==> src/design/pncc_pkg.sv <==
package pncc_pkg;
    // ==================================================
    // register addresses
    localparam logic [7:0] ADDR_CTRL      = 8'h00;
    localparam logic [7:0] ADDR_PSEQ      = 8'h08;
    localparam logic [7:0] ADDR_PRATE     = 8'h09;
    localparam logic [7:0] ADDR_CPVCO     = 8'h0A;
    localparam logic [7:0] ADDR_FBDIV     = 8'h0B;
    localparam logic [7:0] ADDR_FBSEQ     = 8'h0C;
    localparam logic [7:0] ADDR_OSCBIAS   = 8'h0D;
    localparam logic [7:0] ADDR_CLKSRC    = 8'h0E;
    // ==================================================
    // reset values
    localparam logic [7:0] RST_CTRL       = 8'h08;
    localparam logic [7:0] RST_PSEQ       = 8'h00;
    localparam logic [7:0] RST_PRATE      = 8'h0A;
    localparam logic [7:0] RST_CPVCO      = 8'h22;
    localparam logic [7:0] RST_FBDIV      = 8'h12;
    localparam logic [7:0] RST_FBSEQ      = 8'h00;
    localparam logic [7:0] RST_OSCBIAS    = 8'h48;
    // ==================================================
    // writable bit masks; unused bits are dropped on write
    localparam logic [7:0] MASK_CPVCO     = 8'hF7;
    localparam logic [7:0] MASK_FBDIV     = 8'h7F;
    localparam logic [7:0] MASK_OSCBIAS   = 8'hC7;
    // ==================================================
    // field positions
    localparam int         FE_EN_BIT      = 7;
    localparam int         FRC_VCO_BIT    = 7;
    localparam int         PWDN_BIT       = 6;
    localparam int         LOCK_BIT       = 5;
    localparam int         RATE_LSB       = 5;
    localparam int         XTAL_LSB       = 6;
    localparam int         ICHP_LSB       = 4;
    localparam logic [2:0] RATE_OFF       = 3'h0;
    localparam logic [7:0] ZERO8          = 8'h00;
    // hold cycles counted after a power-down request before the pll may power off
    localparam logic [3:0] PWR_HOLD_CYC   = 4'h8;
endpackage

==> src/design/pncc_top.sv <==
`timescale 1ns/1ps
// ==================================================
// Contract
// prescaler sequence ignored when prescaler reset rate is zero
// prescaler reset rate sets when prescaler sequence restarts
// prescaler divisor is the low five bits of its register
// feedback divisor used, ignored when feedback reset rate is zero; code uses the plain divisor then and ignores the sequence
// feedback sequence is the full eight-bit sequence register
// low three bits of bias register set feedback sequence restart rate
// host writes the bias register last when changing settings
// two-bit bias code selects oscillator current, 00 lowest, 11 highest
// host should program lowest bias when an external clock is used
// three-bit code selects vco range, higher codes higher frequency
// upper four bits set charge pump current, proportional to two plus code
// host keeps bit 3 of charge pump register zero
// force bit chooses oscillator at 0 or vco at 1 as system clock
// force bit clears on reset, power-down, or front end disabled
// pll stays powered until system clock is back on oscillator
// pll powered only when front end enabled and not powered down; code keeps it on for the hold and until the clock is back on the oscillator
// read-only lock bit reports pll lock
// oscillator passes through the prescaler to form the pll reference
// host enters divisor, sequence and rate settings over the serial port
// writes to unused bits are ignored
// control bit 7 enables the front end; 0 stops tx and rx clocks
// each divider alternates divisor and divisor plus one per sequence bit
// new divisor and sequence settings take effect on bias register write
module pncc_top
    import pncc_pkg::*;
(
    // clock and reset
    input  wire logic       clk_i,
    input  wire logic       rst_i,
    // register port from the serial interface
    input  wire logic       reg_wr_i,
    input  wire logic [7:0] reg_addr_i,
    input  wire logic [7:0] reg_wdata_i,
    output logic      [7:0] reg_rdata_o,
    // analog status
    input  wire logic       pll_lock_i,
    input  wire logic       sysclk_on_osc_i,
    // analog controls
    output logic      [1:0] osc_bias_o,
    output logic      [2:0] vco_range_o,
    output logic      [3:0] charge_pump_o,
    output logic            pll_power_on_o,
    output logic            sel_vco_o,
    output logic            front_end_enable_o,
    output logic            trx_clk_run_o,
    // divider ticks
    output logic            pll_ref_tick_o,
    output logic            pll_fb_tick_o
);
    import pncc_pkg::*;

    // ==================================================
    // shadow registers written by the host
    logic [7:0] ctrl;
    logic [7:0] pseq;
    logic [7:0] prate;
    logic [7:0] cpvco;
    logic [7:0] fbdiv;
    logic [7:0] fbseq;
    logic [7:0] oscbias;
    logic       frc_vco;
    logic       pwdn;
    logic [7:0] next_ctrl;
    logic [7:0] next_pseq;
    logic [7:0] next_prate;
    logic [7:0] next_cpvco;
    logic [7:0] next_fbdiv;
    logic [7:0] next_fbseq;
    logic [7:0] next_oscbias;
    logic       next_frc_vco;
    logic       next_pwdn;

    // registers that drive the dividers, updated together
    logic [7:0] act_pseq;
    logic [7:0] act_prate;
    logic [7:0] act_fbdiv;
    logic [7:0] act_fbseq;
    logic [2:0] act_fbrate;
    logic [7:0] next_act_pseq;
    logic [7:0] next_act_prate;
    logic [7:0] next_act_fbdiv;
    logic [7:0] next_act_fbseq;
    logic [2:0] next_act_fbrate;

    // ==================================================
    // pin synchronisers
    logic       lock_meta;
    logic       lock_sync;
    logic       osc_meta;
    logic       osc_sync;

    always_ff @(posedge clk_i)
    begin
        if (rst_i)
        begin
            lock_meta <= 1'b0;
            lock_sync <= 1'b0;
            osc_meta  <= 1'b1;
            osc_sync  <= 1'b1;
        end
        else
        begin
            lock_meta <= pll_lock_i;
            lock_sync <= lock_meta;
            osc_meta  <= sysclk_on_osc_i;
            osc_sync  <= osc_meta;
        end
    end

    // ==================================================
    // register writes
    logic pll_off_req;

    always_comb
    begin
        pll_off_req  = !ctrl[FE_EN_BIT] || pwdn;
        next_ctrl    = ctrl;
        next_pseq    = pseq;
        next_prate   = prate;
        next_cpvco   = cpvco;
        next_fbdiv   = fbdiv;
        next_fbseq   = fbseq;
        next_oscbias = oscbias;
        next_frc_vco = frc_vco;
        next_pwdn    = pwdn;
        if (reg_wr_i)
        begin
            if (reg_addr_i == ADDR_CTRL)
            begin
                next_ctrl = reg_wdata_i;
            end
            else if (reg_addr_i == ADDR_PSEQ)
            begin
                next_pseq = reg_wdata_i;
            end
            else if (reg_addr_i == ADDR_PRATE)
            begin
                next_prate = reg_wdata_i;
            end
            else if (reg_addr_i == ADDR_CPVCO)
            begin
                next_cpvco = reg_wdata_i & MASK_CPVCO;
            end
            else if (reg_addr_i == ADDR_FBDIV)
            begin
                next_fbdiv = reg_wdata_i & MASK_FBDIV;
            end
            else if (reg_addr_i == ADDR_FBSEQ)
            begin
                next_fbseq = reg_wdata_i;
            end
            else if (reg_addr_i == ADDR_OSCBIAS)
            begin
                next_oscbias = reg_wdata_i & MASK_OSCBIAS;
            end
            else if (reg_addr_i == ADDR_CLKSRC)
            begin
                next_frc_vco = reg_wdata_i[FRC_VCO_BIT];
                next_pwdn    = reg_wdata_i[PWDN_BIT];
            end
        end
        // hardware clear beats a host set in the same cycle
        if (!next_ctrl[FE_EN_BIT] || next_pwdn)
        begin
            next_frc_vco = 1'b0;
        end
    end

    // ==================================================
    // staging: dividers see new settings only on a bias write
    always_comb
    begin
        next_act_pseq   = act_pseq;
        next_act_prate  = act_prate;
        next_act_fbdiv  = act_fbdiv;
        next_act_fbseq  = act_fbseq;
        next_act_fbrate = act_fbrate;
        if (reg_wr_i && reg_addr_i == ADDR_OSCBIAS)
        begin
            next_act_pseq   = pseq;
            next_act_prate  = prate;
            next_act_fbdiv  = fbdiv;
            next_act_fbseq  = fbseq;
            next_act_fbrate = reg_wdata_i[2:0];
        end
    end

    always_ff @(posedge clk_i)
    begin
        if (rst_i)
        begin
            ctrl       <= RST_CTRL;
            pseq       <= RST_PSEQ;
            prate      <= RST_PRATE;
            cpvco      <= RST_CPVCO;
            fbdiv      <= RST_FBDIV;
            fbseq      <= RST_FBSEQ;
            oscbias    <= RST_OSCBIAS;
            frc_vco    <= 1'b0;
            pwdn       <= 1'b0;
            act_pseq   <= RST_PSEQ;
            act_prate  <= RST_PRATE;
            act_fbdiv  <= RST_FBDIV;
            act_fbseq  <= RST_FBSEQ;
            act_fbrate <= RST_OSCBIAS[2:0];
        end
        else
        begin
            ctrl       <= next_ctrl;
            pseq       <= next_pseq;
            prate      <= next_prate;
            cpvco      <= next_cpvco;
            fbdiv      <= next_fbdiv;
            fbseq      <= next_fbseq;
            oscbias    <= next_oscbias;
            frc_vco    <= next_frc_vco;
            pwdn       <= next_pwdn;
            act_pseq   <= next_act_pseq;
            act_prate  <= next_act_prate;
            act_fbdiv  <= next_act_fbdiv;
            act_fbseq  <= next_act_fbseq;
            act_fbrate <= next_act_fbrate;
        end
    end

    // ==================================================
    // delayed pll power-down: hold power until the system clock is back
    // on the oscillator and a minimum hold has passed
    logic [3:0] hold_cnt;
    logic [3:0] next_hold_cnt;
    logic       pll_on;
    logic       next_pll_on;

    always_comb
    begin
        next_hold_cnt = hold_cnt;
        next_pll_on   = pll_on;
        if (!pll_off_req)
        begin
            next_hold_cnt = 4'h0;
            next_pll_on   = 1'b1;
        end
        else if (pll_on)
        begin
            if (hold_cnt < PWR_HOLD_CYC)
            begin
                next_hold_cnt = hold_cnt + 4'h1;
            end
            else if (osc_sync)
            begin
                next_pll_on = 1'b0;
            end
        end
    end

    always_ff @(posedge clk_i)
    begin
        if (rst_i)
        begin
            hold_cnt <= 4'h0;
            pll_on   <= 1'b0;
        end
        else
        begin
            hold_cnt <= next_hold_cnt;
            pll_on   <= next_pll_on;
        end
    end

    // ==================================================
    // read data, registered
    logic [7:0] next_rdata;

    always_comb
    begin
        next_rdata = ZERO8;
        if (reg_addr_i == ADDR_CTRL)
        begin
            next_rdata = ctrl;
        end
        else if (reg_addr_i == ADDR_PSEQ)
        begin
            next_rdata = pseq;
        end
        else if (reg_addr_i == ADDR_PRATE)
        begin
            next_rdata = prate;
        end
        else if (reg_addr_i == ADDR_CPVCO)
        begin
            next_rdata = cpvco;
        end
        else if (reg_addr_i == ADDR_FBDIV)
        begin
            next_rdata = fbdiv;
        end
        else if (reg_addr_i == ADDR_FBSEQ)
        begin
            next_rdata = fbseq;
        end
        else if (reg_addr_i == ADDR_OSCBIAS)
        begin
            next_rdata = oscbias;
        end
        else if (reg_addr_i == ADDR_CLKSRC)
        begin
            next_rdata[FRC_VCO_BIT] = frc_vco;
            next_rdata[PWDN_BIT]    = pwdn;
            next_rdata[LOCK_BIT]    = lock_sync;
        end
    end

    always_ff @(posedge clk_i)
    begin
        if (rst_i)
        begin
            reg_rdata_o        <= ZERO8;
            osc_bias_o         <= RST_OSCBIAS[7:6];
            vco_range_o        <= RST_CPVCO[2:0];
            charge_pump_o      <= RST_CPVCO[7:4];
            sel_vco_o          <= 1'b0;
            front_end_enable_o <= 1'b0;
        end
        else
        begin
            reg_rdata_o        <= next_rdata;
            osc_bias_o         <= oscbias[XTAL_LSB +: 2];
            vco_range_o        <= cpvco[2:0];
            charge_pump_o      <= cpvco[ICHP_LSB +: 4];
            sel_vco_o          <= frc_vco;
            front_end_enable_o <= ctrl[FE_EN_BIT];
        end
    end

    assign pll_power_on_o = pll_on;
    assign trx_clk_run_o  = front_end_enable_o;

    // ==================================================
    // prescaler forms the pll reference; feedback divider after it
    pncc_nco_div u_prescaler (
        .clk_i      (clk_i),
        .rst_i      (rst_i),
        .divisor_i  ({2'b00, act_prate[4:0]}),
        .sequence_i (act_pseq),
        .rate_i     (act_prate[RATE_LSB +: 3]),
        .tick_o     (pll_ref_tick_o)
    );

    pncc_nco_div u_feedback (
        .clk_i      (clk_i),
        .rst_i      (rst_i),
        .divisor_i  (act_fbdiv[6:0]),
        .sequence_i (act_fbseq),
        .rate_i     (act_fbrate),
        .tick_o     (pll_fb_tick_o)
    );
endmodule

==> src/design/pncc_nco_div.sv <==
`timescale 1ns/1ps
// fractional divider: period is divisor or divisor+1 per sequence bit
module pncc_nco_div
    import pncc_pkg::*;
(
    // clock and reset
    input  wire logic       clk_i,
    input  wire logic       rst_i,
    // settings
    input  wire logic [6:0] divisor_i,
    input  wire logic [7:0] sequence_i,
    input  wire logic [2:0] rate_i,
    // output
    output logic            tick_o
);
    logic [7:0] cnt;
    logic [7:0] next_cnt;
    logic [2:0] idx;
    logic [2:0] next_idx;
    logic       next_tick;
    logic [7:0] period;

    always_comb
    begin
        // a zero rate disables the sequence so the plain divisor is used
        if (rate_i == RATE_OFF)
        begin
            period = {1'b0, divisor_i};
        end
        else
        begin
            period = {1'b0, divisor_i} + {7'h00, sequence_i[idx]};
        end
        next_cnt  = cnt + 8'h01;
        next_idx  = idx;
        next_tick = 1'b0;
        if (cnt + 8'h01 >= period)
        begin
            next_cnt  = ZERO8;
            next_tick = 1'b1;
            if (idx >= rate_i)
            begin
                next_idx = 3'h0;
            end
            else
            begin
                next_idx = idx + 3'h1;
            end
        end
    end

    always_ff @(posedge clk_i)
    begin
        if (rst_i)
        begin
            cnt    <= ZERO8;
            idx    <= 3'h0;
            tick_o <= 1'b0;
        end
        else
        begin
            cnt    <= next_cnt;
            idx    <= next_idx;
            tick_o <= next_tick;
        end
    end
endmodule

==> config.mk <==
export PLATFORM = sky130hd
export DESIGN_NAME = pncc_top
export DESIGN_NICKNAME = d
export VERILOG_FILES = /design/src/design/pncc_pkg.sv /design/src/design/pncc_top.sv /design/src/design/pncc_nco_div.sv
export SDC_FILE = /design/constraint.sdc
export NUM_CORES = 1
export LEC_CHECK = 0
export ABC_AREA = 0
export ABC_CLOCK_PERIOD_IN_PS = 9000
export BUFFER_PORTS_ARGS = -buffer_cell sky130_fd_sc_hd__buf_2
export CAP_MARGIN = 10
export CORE_MARGIN = 4
export CORE_UTILIZATION = 30
export CTS_BUF_LIST = sky130_fd_sc_hd__clkbuf_8
export DETAILED_ROUTE_END_ITERATION = 6
export MAX_ROUTING_LAYER = met4
export PLACE_DENSITY_LB_ADDON = 0.05
export SETUP_SLACK_MARGIN = 0.4
export SLEW_MARGIN = 20
export SYNTH_ARGS = -nofsm -noshare
export SYNTH_HDL_FRONTEND = slang
export SYNTH_SLANG_ARGS = --single-unit
==> constraint.sdc <==
create_clock -name clk_i -period 9 [get_ports clk_i]
set_input_delay 1.35 -clock clk_i [delete_from_list [all_inputs] [get_ports clk_i]]
set_output_delay 1.35 -clock clk_i [all_outputs]
set_load 0.01 [all_outputs]
# ---- After elaboration in Yosys (flattened, before gate mapping)
# Index checks and enable logic that the tools add are counted.
dict set report totals {
  register_bits 140
  inputBits 21
  out_inout_bits 23
}
dict set report op_classes {
  reduce_logical 21
  mux 34
  add_sub_neg 7
  eq_ne 7
  bitwise_logic 8
  magnitude_cmp 7
}
# cell n
set ops {}
lappend ops {{two-way mux 8 bit} 10}
lappend ops {{equality test 8 x 4 -> 1 bit (second input constant)} 7}
lappend ops {{two-way mux 1 bit} 17}
lappend ops {{adder 8 x 1 -> 8 bit (second input constant)} 2}
lappend ops {{>= comparator 8 bit} 2}
lappend ops {{two-way mux 3 bit} 4}
lappend ops {{AND reduction 9 bit} 1}
lappend ops {{adder 7 x 1 -> 8 bit} 1}
lappend ops {{zero test 8 bit} 1}
lappend ops {{less-than comparator 3 x 4 -> 1 bit (second input constant)} 2}
lappend ops {{inverter 1 bit} 8}
lappend ops {{AND reduction 8 bit} 1}
lappend ops {{OR reduction 2 bit} 4}
lappend ops {{AND reduction 7 bit} 1}
lappend ops {{adder 3 x 1 -> 3 bit (second input constant)} 2}
lappend ops {{adder 5 x 1 -> 6 bit} 1}
lappend ops {{binary-select mux 1 bit (select 3 bit)} 2}
lappend ops {{>= comparator 3 bit} 2}
lappend ops {{zero test 3 bit} 2}
lappend ops {{AND reduction 6 bit} 1}
lappend ops {{AND reduction 5 bit} 1}
lappend ops {{adder 4 x 1 -> 4 bit (second input constant)} 1}
lappend ops {{less-than comparator 4 bit (second input constant)} 1}
lappend ops {{two-way mux 4 bit} 1}
lappend ops {{other kinds (6)} 9}

# ---- Depth between registers and ports, before layout
dict set report logic_depth {
  depth_word 12
  ltp_mapped 14
}

# ---- Cells and area by module
# A second synthesis with hierarchy kept.
dict set report unflattened {
  cells_unflattened 704
  hier_area_um2 6573.8
}
# module instances cells_each area_each_um2
set modules_own_cells {}
lappend modules_own_cells {pncc_top 1 486 4549.4}
lappend modules_own_cells {pncc_nco_div 2 109 1012.2}

# ---- Worst setup path after synthesis
# Ideal clock, no wire load.
dict set report synth_path {
  path_kind {register to register}
  start {register u_prescaler.idx[0]}
  end {register u_prescaler.idx[0]}
  required_ns 8.877
  arrival_time_ns 3.128
  stages_incl_launch_ff 14
  slack_ns 5.749
  synth_period_minus_slack_ns 3.251
  path_cell_list {dfxtp_1 > mux4_2 > mux2_2 > ha_1 > ha_1 > nand4_1 > xor2_1 > ha_1 > and2_1 > o21ai_0 > o21ai_0 > or2_1 > clkbuf_1 > mux2_1}
}
dict set report synth_between {
  elab_chain_cells 5
  word_cells_on_any_way 8
  cone_classes {add/sub: 2; order compare: 2; mux: 4}
}
# item line
set synth_rtl {}
lappend synth_rtl {{start, declared} pncc_nco_div.sv:18} ;# logic [2:0] idx;
lappend synth_rtl {{start signal, assigned} pncc_nco_div.sv:63} ;# idx <= next_idx;
lappend synth_rtl {{binary-select mux 1 bit (select 3 bit)} pncc_nco_div.sv:32} ;# period = {1'b0, divisor_i} + {7'h00, sequence_i[idx]};
lappend synth_rtl {{two-way mux 1 bit (implied by the code)} pncc_nco_div.sv:32}
lappend synth_rtl {{adder 5 x 1 -> 6 bit} pncc_nco_div.sv:32}
lappend synth_rtl {{two-way mux 8 bit} pncc_nco_div.sv:26} ;# if (rate_i == RATE_OFF)
lappend synth_rtl {{>= comparator 8 bit} pncc_nco_div.sv:37} ;# if (cnt + 8'h01 >= period)
# Parallel ways exist; a longest one is shown, timed or not. The select of a mux whose other input is x is not followed.
# A chain may end at the register's enable or synchronous reset.

# ---- Final worst setup path
dict set report layout_path {
  start {register u_feedback.idx[0]}
  end {register u_feedback.idx[1]}
}
dict set report layout_between {
  elab_chain_cells 5
  word_cells_on_any_way 8
  cone_classes {add/sub: 2; order compare: 2; mux: 4}
}
# item line
set layout_rtl {}
lappend layout_rtl {{start, declared} pncc_nco_div.sv:18}
lappend layout_rtl {{start signal, assigned} pncc_nco_div.sv:63}
lappend layout_rtl {{binary-select mux 1 bit (select 3 bit)} pncc_nco_div.sv:32}
lappend layout_rtl {{two-way mux 1 bit (implied by the code)} pncc_nco_div.sv:32}
lappend layout_rtl {{adder 7 x 1 -> 8 bit} pncc_nco_div.sv:32}
lappend layout_rtl {{two-way mux 8 bit} pncc_nco_div.sv:26}
lappend layout_rtl {{>= comparator 8 bit} pncc_nco_div.sv:37}
# Parallel ways exist; a longest one is shown, timed or not. The select of a mux whose other input is x is not followed.

==> metrics <==
outcome=finished, final reports clean; leakage power=3.09 nW; slew of the pin with the lowest slew margin=0.858 ns; Die Wd=154 um; commonest non-fill, non-tap cells in the layout=dfxtp_1 (140), nand2_1 (113), nor2_1 (62); DR DRC count=0; Routed wire per std cell=16.9 um; Pwr per Cell Area=177 nW/um2; Rel. slew slack=42.8%; Seq cells post-synth=140; CP max stage cell=mux4_2; first-pass GRT wire length=27,800 um; Rows=53; crit path DAT=3.85 ns; DRT iter0 DRCs=284; Cell Count, Final, Fillers Out=1,021; most common cell after layout, fill and taps aside=dfxtp_1; Initial Util=30.4%; sequential area share after synthesis=43.9%; Vias/cell=4.81; TritonCTS clock tree=done; Post-CTS Repair Setup Buffers=0; switching pwr=295 uW; total power=1.29 mW; post-synth top area cell=dfxtp_1; CTS resizes=0; final worst setup slack=5.52 ns; maximum clock frequency=0.287 GHz; max-slew violation count=0; Logic pwr share=4.3%; Worst Path Required=9.37 ns; Synth cell types=60; Setup crit end kind=flip-flop; placed cell area=6800 um2; deepest clock path buffer count=2; via count=4,906; Power Internal=997 uW; CP max stage delay=0.54 ns; layout net count=783; First-pass DRT Iterations=4; hold_buf cts=0; Hold Path Class=flip-flop to flip-flop; YS warnings=0; minimum clock period=3.48 ns; GRT Residual Overflow=0; chip height=154 um; Reg clk slew, reported paths=0.08 ns; Num CTS Buffers=17; initial antenna violation count=0; dpl cells=989; Post-Synthesis Cell Area=6380 um2; area of the core=21,000 um2; Most used DFF post-synth=dfxtp_1; full die area=23,700 um2; # diodes=0; max cap viols=0; most used cell, CP=nand2_1; Port Buffers=43; clk sink count=140; GRT Overall Usage=15.4%; EDFF count, synth=0; Setup CP Type=flip-flop to flip-flop; Startpoint Class=flip-flop; GP Congestion=0.817; area growth from synthesis to layout=14.2%; IO Pins=44; Yosys top cell area share=43.9%; Root Buffer=clkbuf_8; Worst R2R Path Depth=13; pre-CTS setup slack=5.47 ns; peak supply drop=0.0784 mV; # setup viols final=0; H-tree depth reported by CTS=4; Post-Syn Area per Cell=9.07 um2; vias in the first global route=4,837; clock share of power=47.3%; clk_skew=0.00866 ns; Post-DP HPWL=12,300 um; cells along the critical path=mux4_2 > nand2_1 > nand2_1 > ha_1 > and3_1 > nand2_1 > xor2_1 > ha_1 > a2111oi_0 > o21ai_0 > a21o_1 > a21oi_1 > mux2i_1; clk_lat worst skew=0.44 ns; period utilization=38.7%; drt total wl=17,300 um; Setup TNS=0 ns; Hold WS=0.416 ns; crit-path max FO=5; WHS Path Cells=1; post-route ant nets=0; share of cells above drive strength 1=14.5%; Flop pwr share=48.4%; Syn Inst Count=703; largest net degree at the start of global routing=103; Fin. Hold Viols=0; RSZ-0062 raised after global routing=false; post-route core utilization=34.8%; Synth area leaders=dfxtp_1 (44%), mux2i_1 (9.4%), nand2_1 (6.6%); switching share of power=22.8%; Async SR Flop Fraction=0%; Finished Cell Area=7280 um2
-- cells by family after synthesis --
| group | Yosys count | share of synthesized area, % |
|---|---|---|
| AO/OA/AOI/OAI | 99 | 9.67 |
| XOR/XNOR | 22 | 3.02 |
| adder cells (fa/ha/maj) | 29 | 5.69 |
| AND/OR/NAND/NOR | 283 | 21.5 |
| buffers and inverters | 57 | 3.86 |
| multiplexers | 72 | 12.2 |
| flip-flops | 140 | 43.9 |
| other | 1 | 0.0588 |
-- flip-flops by register name, indices dropped and copies added, names as in the netlist, 8 cells and up --
signal,flops
prate,8
act_fbseq,8
act_pseq,8
u_feedback.cnt,8
fbseq,8
act_prate,8
pseq,8
u_prescaler.cnt,8
ctrl,8
reg_rdata_o,8
-- per-layer routing --
layer	part of all wire [%]	wire length [um]	up-vias	GRT usage, %
met5	0	0	-	-
li1	-	-	2483	-
met1	51	8820	2330	20.8
met4	1.1	189	0	3.91
met3	2.7	466	11	2.98
met2	45	7800	82	23.7
-- critical path, delay by kind of cell (launching register included) --
family,cells,cell delay (ns)
AO/OA/AOI/OAI,4,1.15
multiplexers,2,0.76
flip-flops,1,0.46
adder cells (fa/ha/maj),2,0.46
AND/OR/NAND/NOR,4,0.41
XOR/XNOR,1,0.15
-- path summary, 6_finish.rpt --
path,from,slack [ns],endpoint
worst max register to register,u_feedback.idx[0]$_SDFFE_PP0P_,5.52,u_feedback.idx[1]$_SDFFE_PP0P_
worst min-delay path,osc_meta$_SDFF_PP1_,0.42,osc_sync$_SDFF_PP1_
worst max-delay path,u_feedback.idx[0]$_SDFFE_PP0P_,5.52,u_feedback.idx[1]$_SDFFE_PP0P_
worst min register to register,osc_meta$_SDFF_PP1_,0.42,osc_sync$_SDFF_PP1_
-- synthesized netlist by cell type, drive strengths merged, types with 8 or more instances --
cell type	count
a21oi	49
buf	15
xnor2	8
and3	8
xor2	14
nor2	65
nand3	27
nor2b	20
ha	29
mux2i	60
nand2	114
clkbuf	22
mux2	8
nor3	10
o21ai	11
inv	20
dfxtp	140
-- final cells by class --
cell class | instances | area [um2]
fillers | 2228 | 13700
multi-input cells | 507 | 3330
flip-flops and latches | 140 | 2800
well taps | 275 | 344
repair buffers | 47 | 251
clock inverters | 15 | 244
clock buffers | 17 | 234
inverters | 20 | 75.1
-- power groups by stage --
stage               sequential, mW  combinational, mW  clock (mW)
detailed placement           0.640             0.0564           0
global placement             0.640             0.0559           0
global route                 0.626             0.0618       0.656
floorplan                    0.639             0.0347           0
finish                       0.625             0.0558       0.611
CTS                          0.625             0.0566       0.631
No activity file was read; power rests on OpenSTA's default activity.
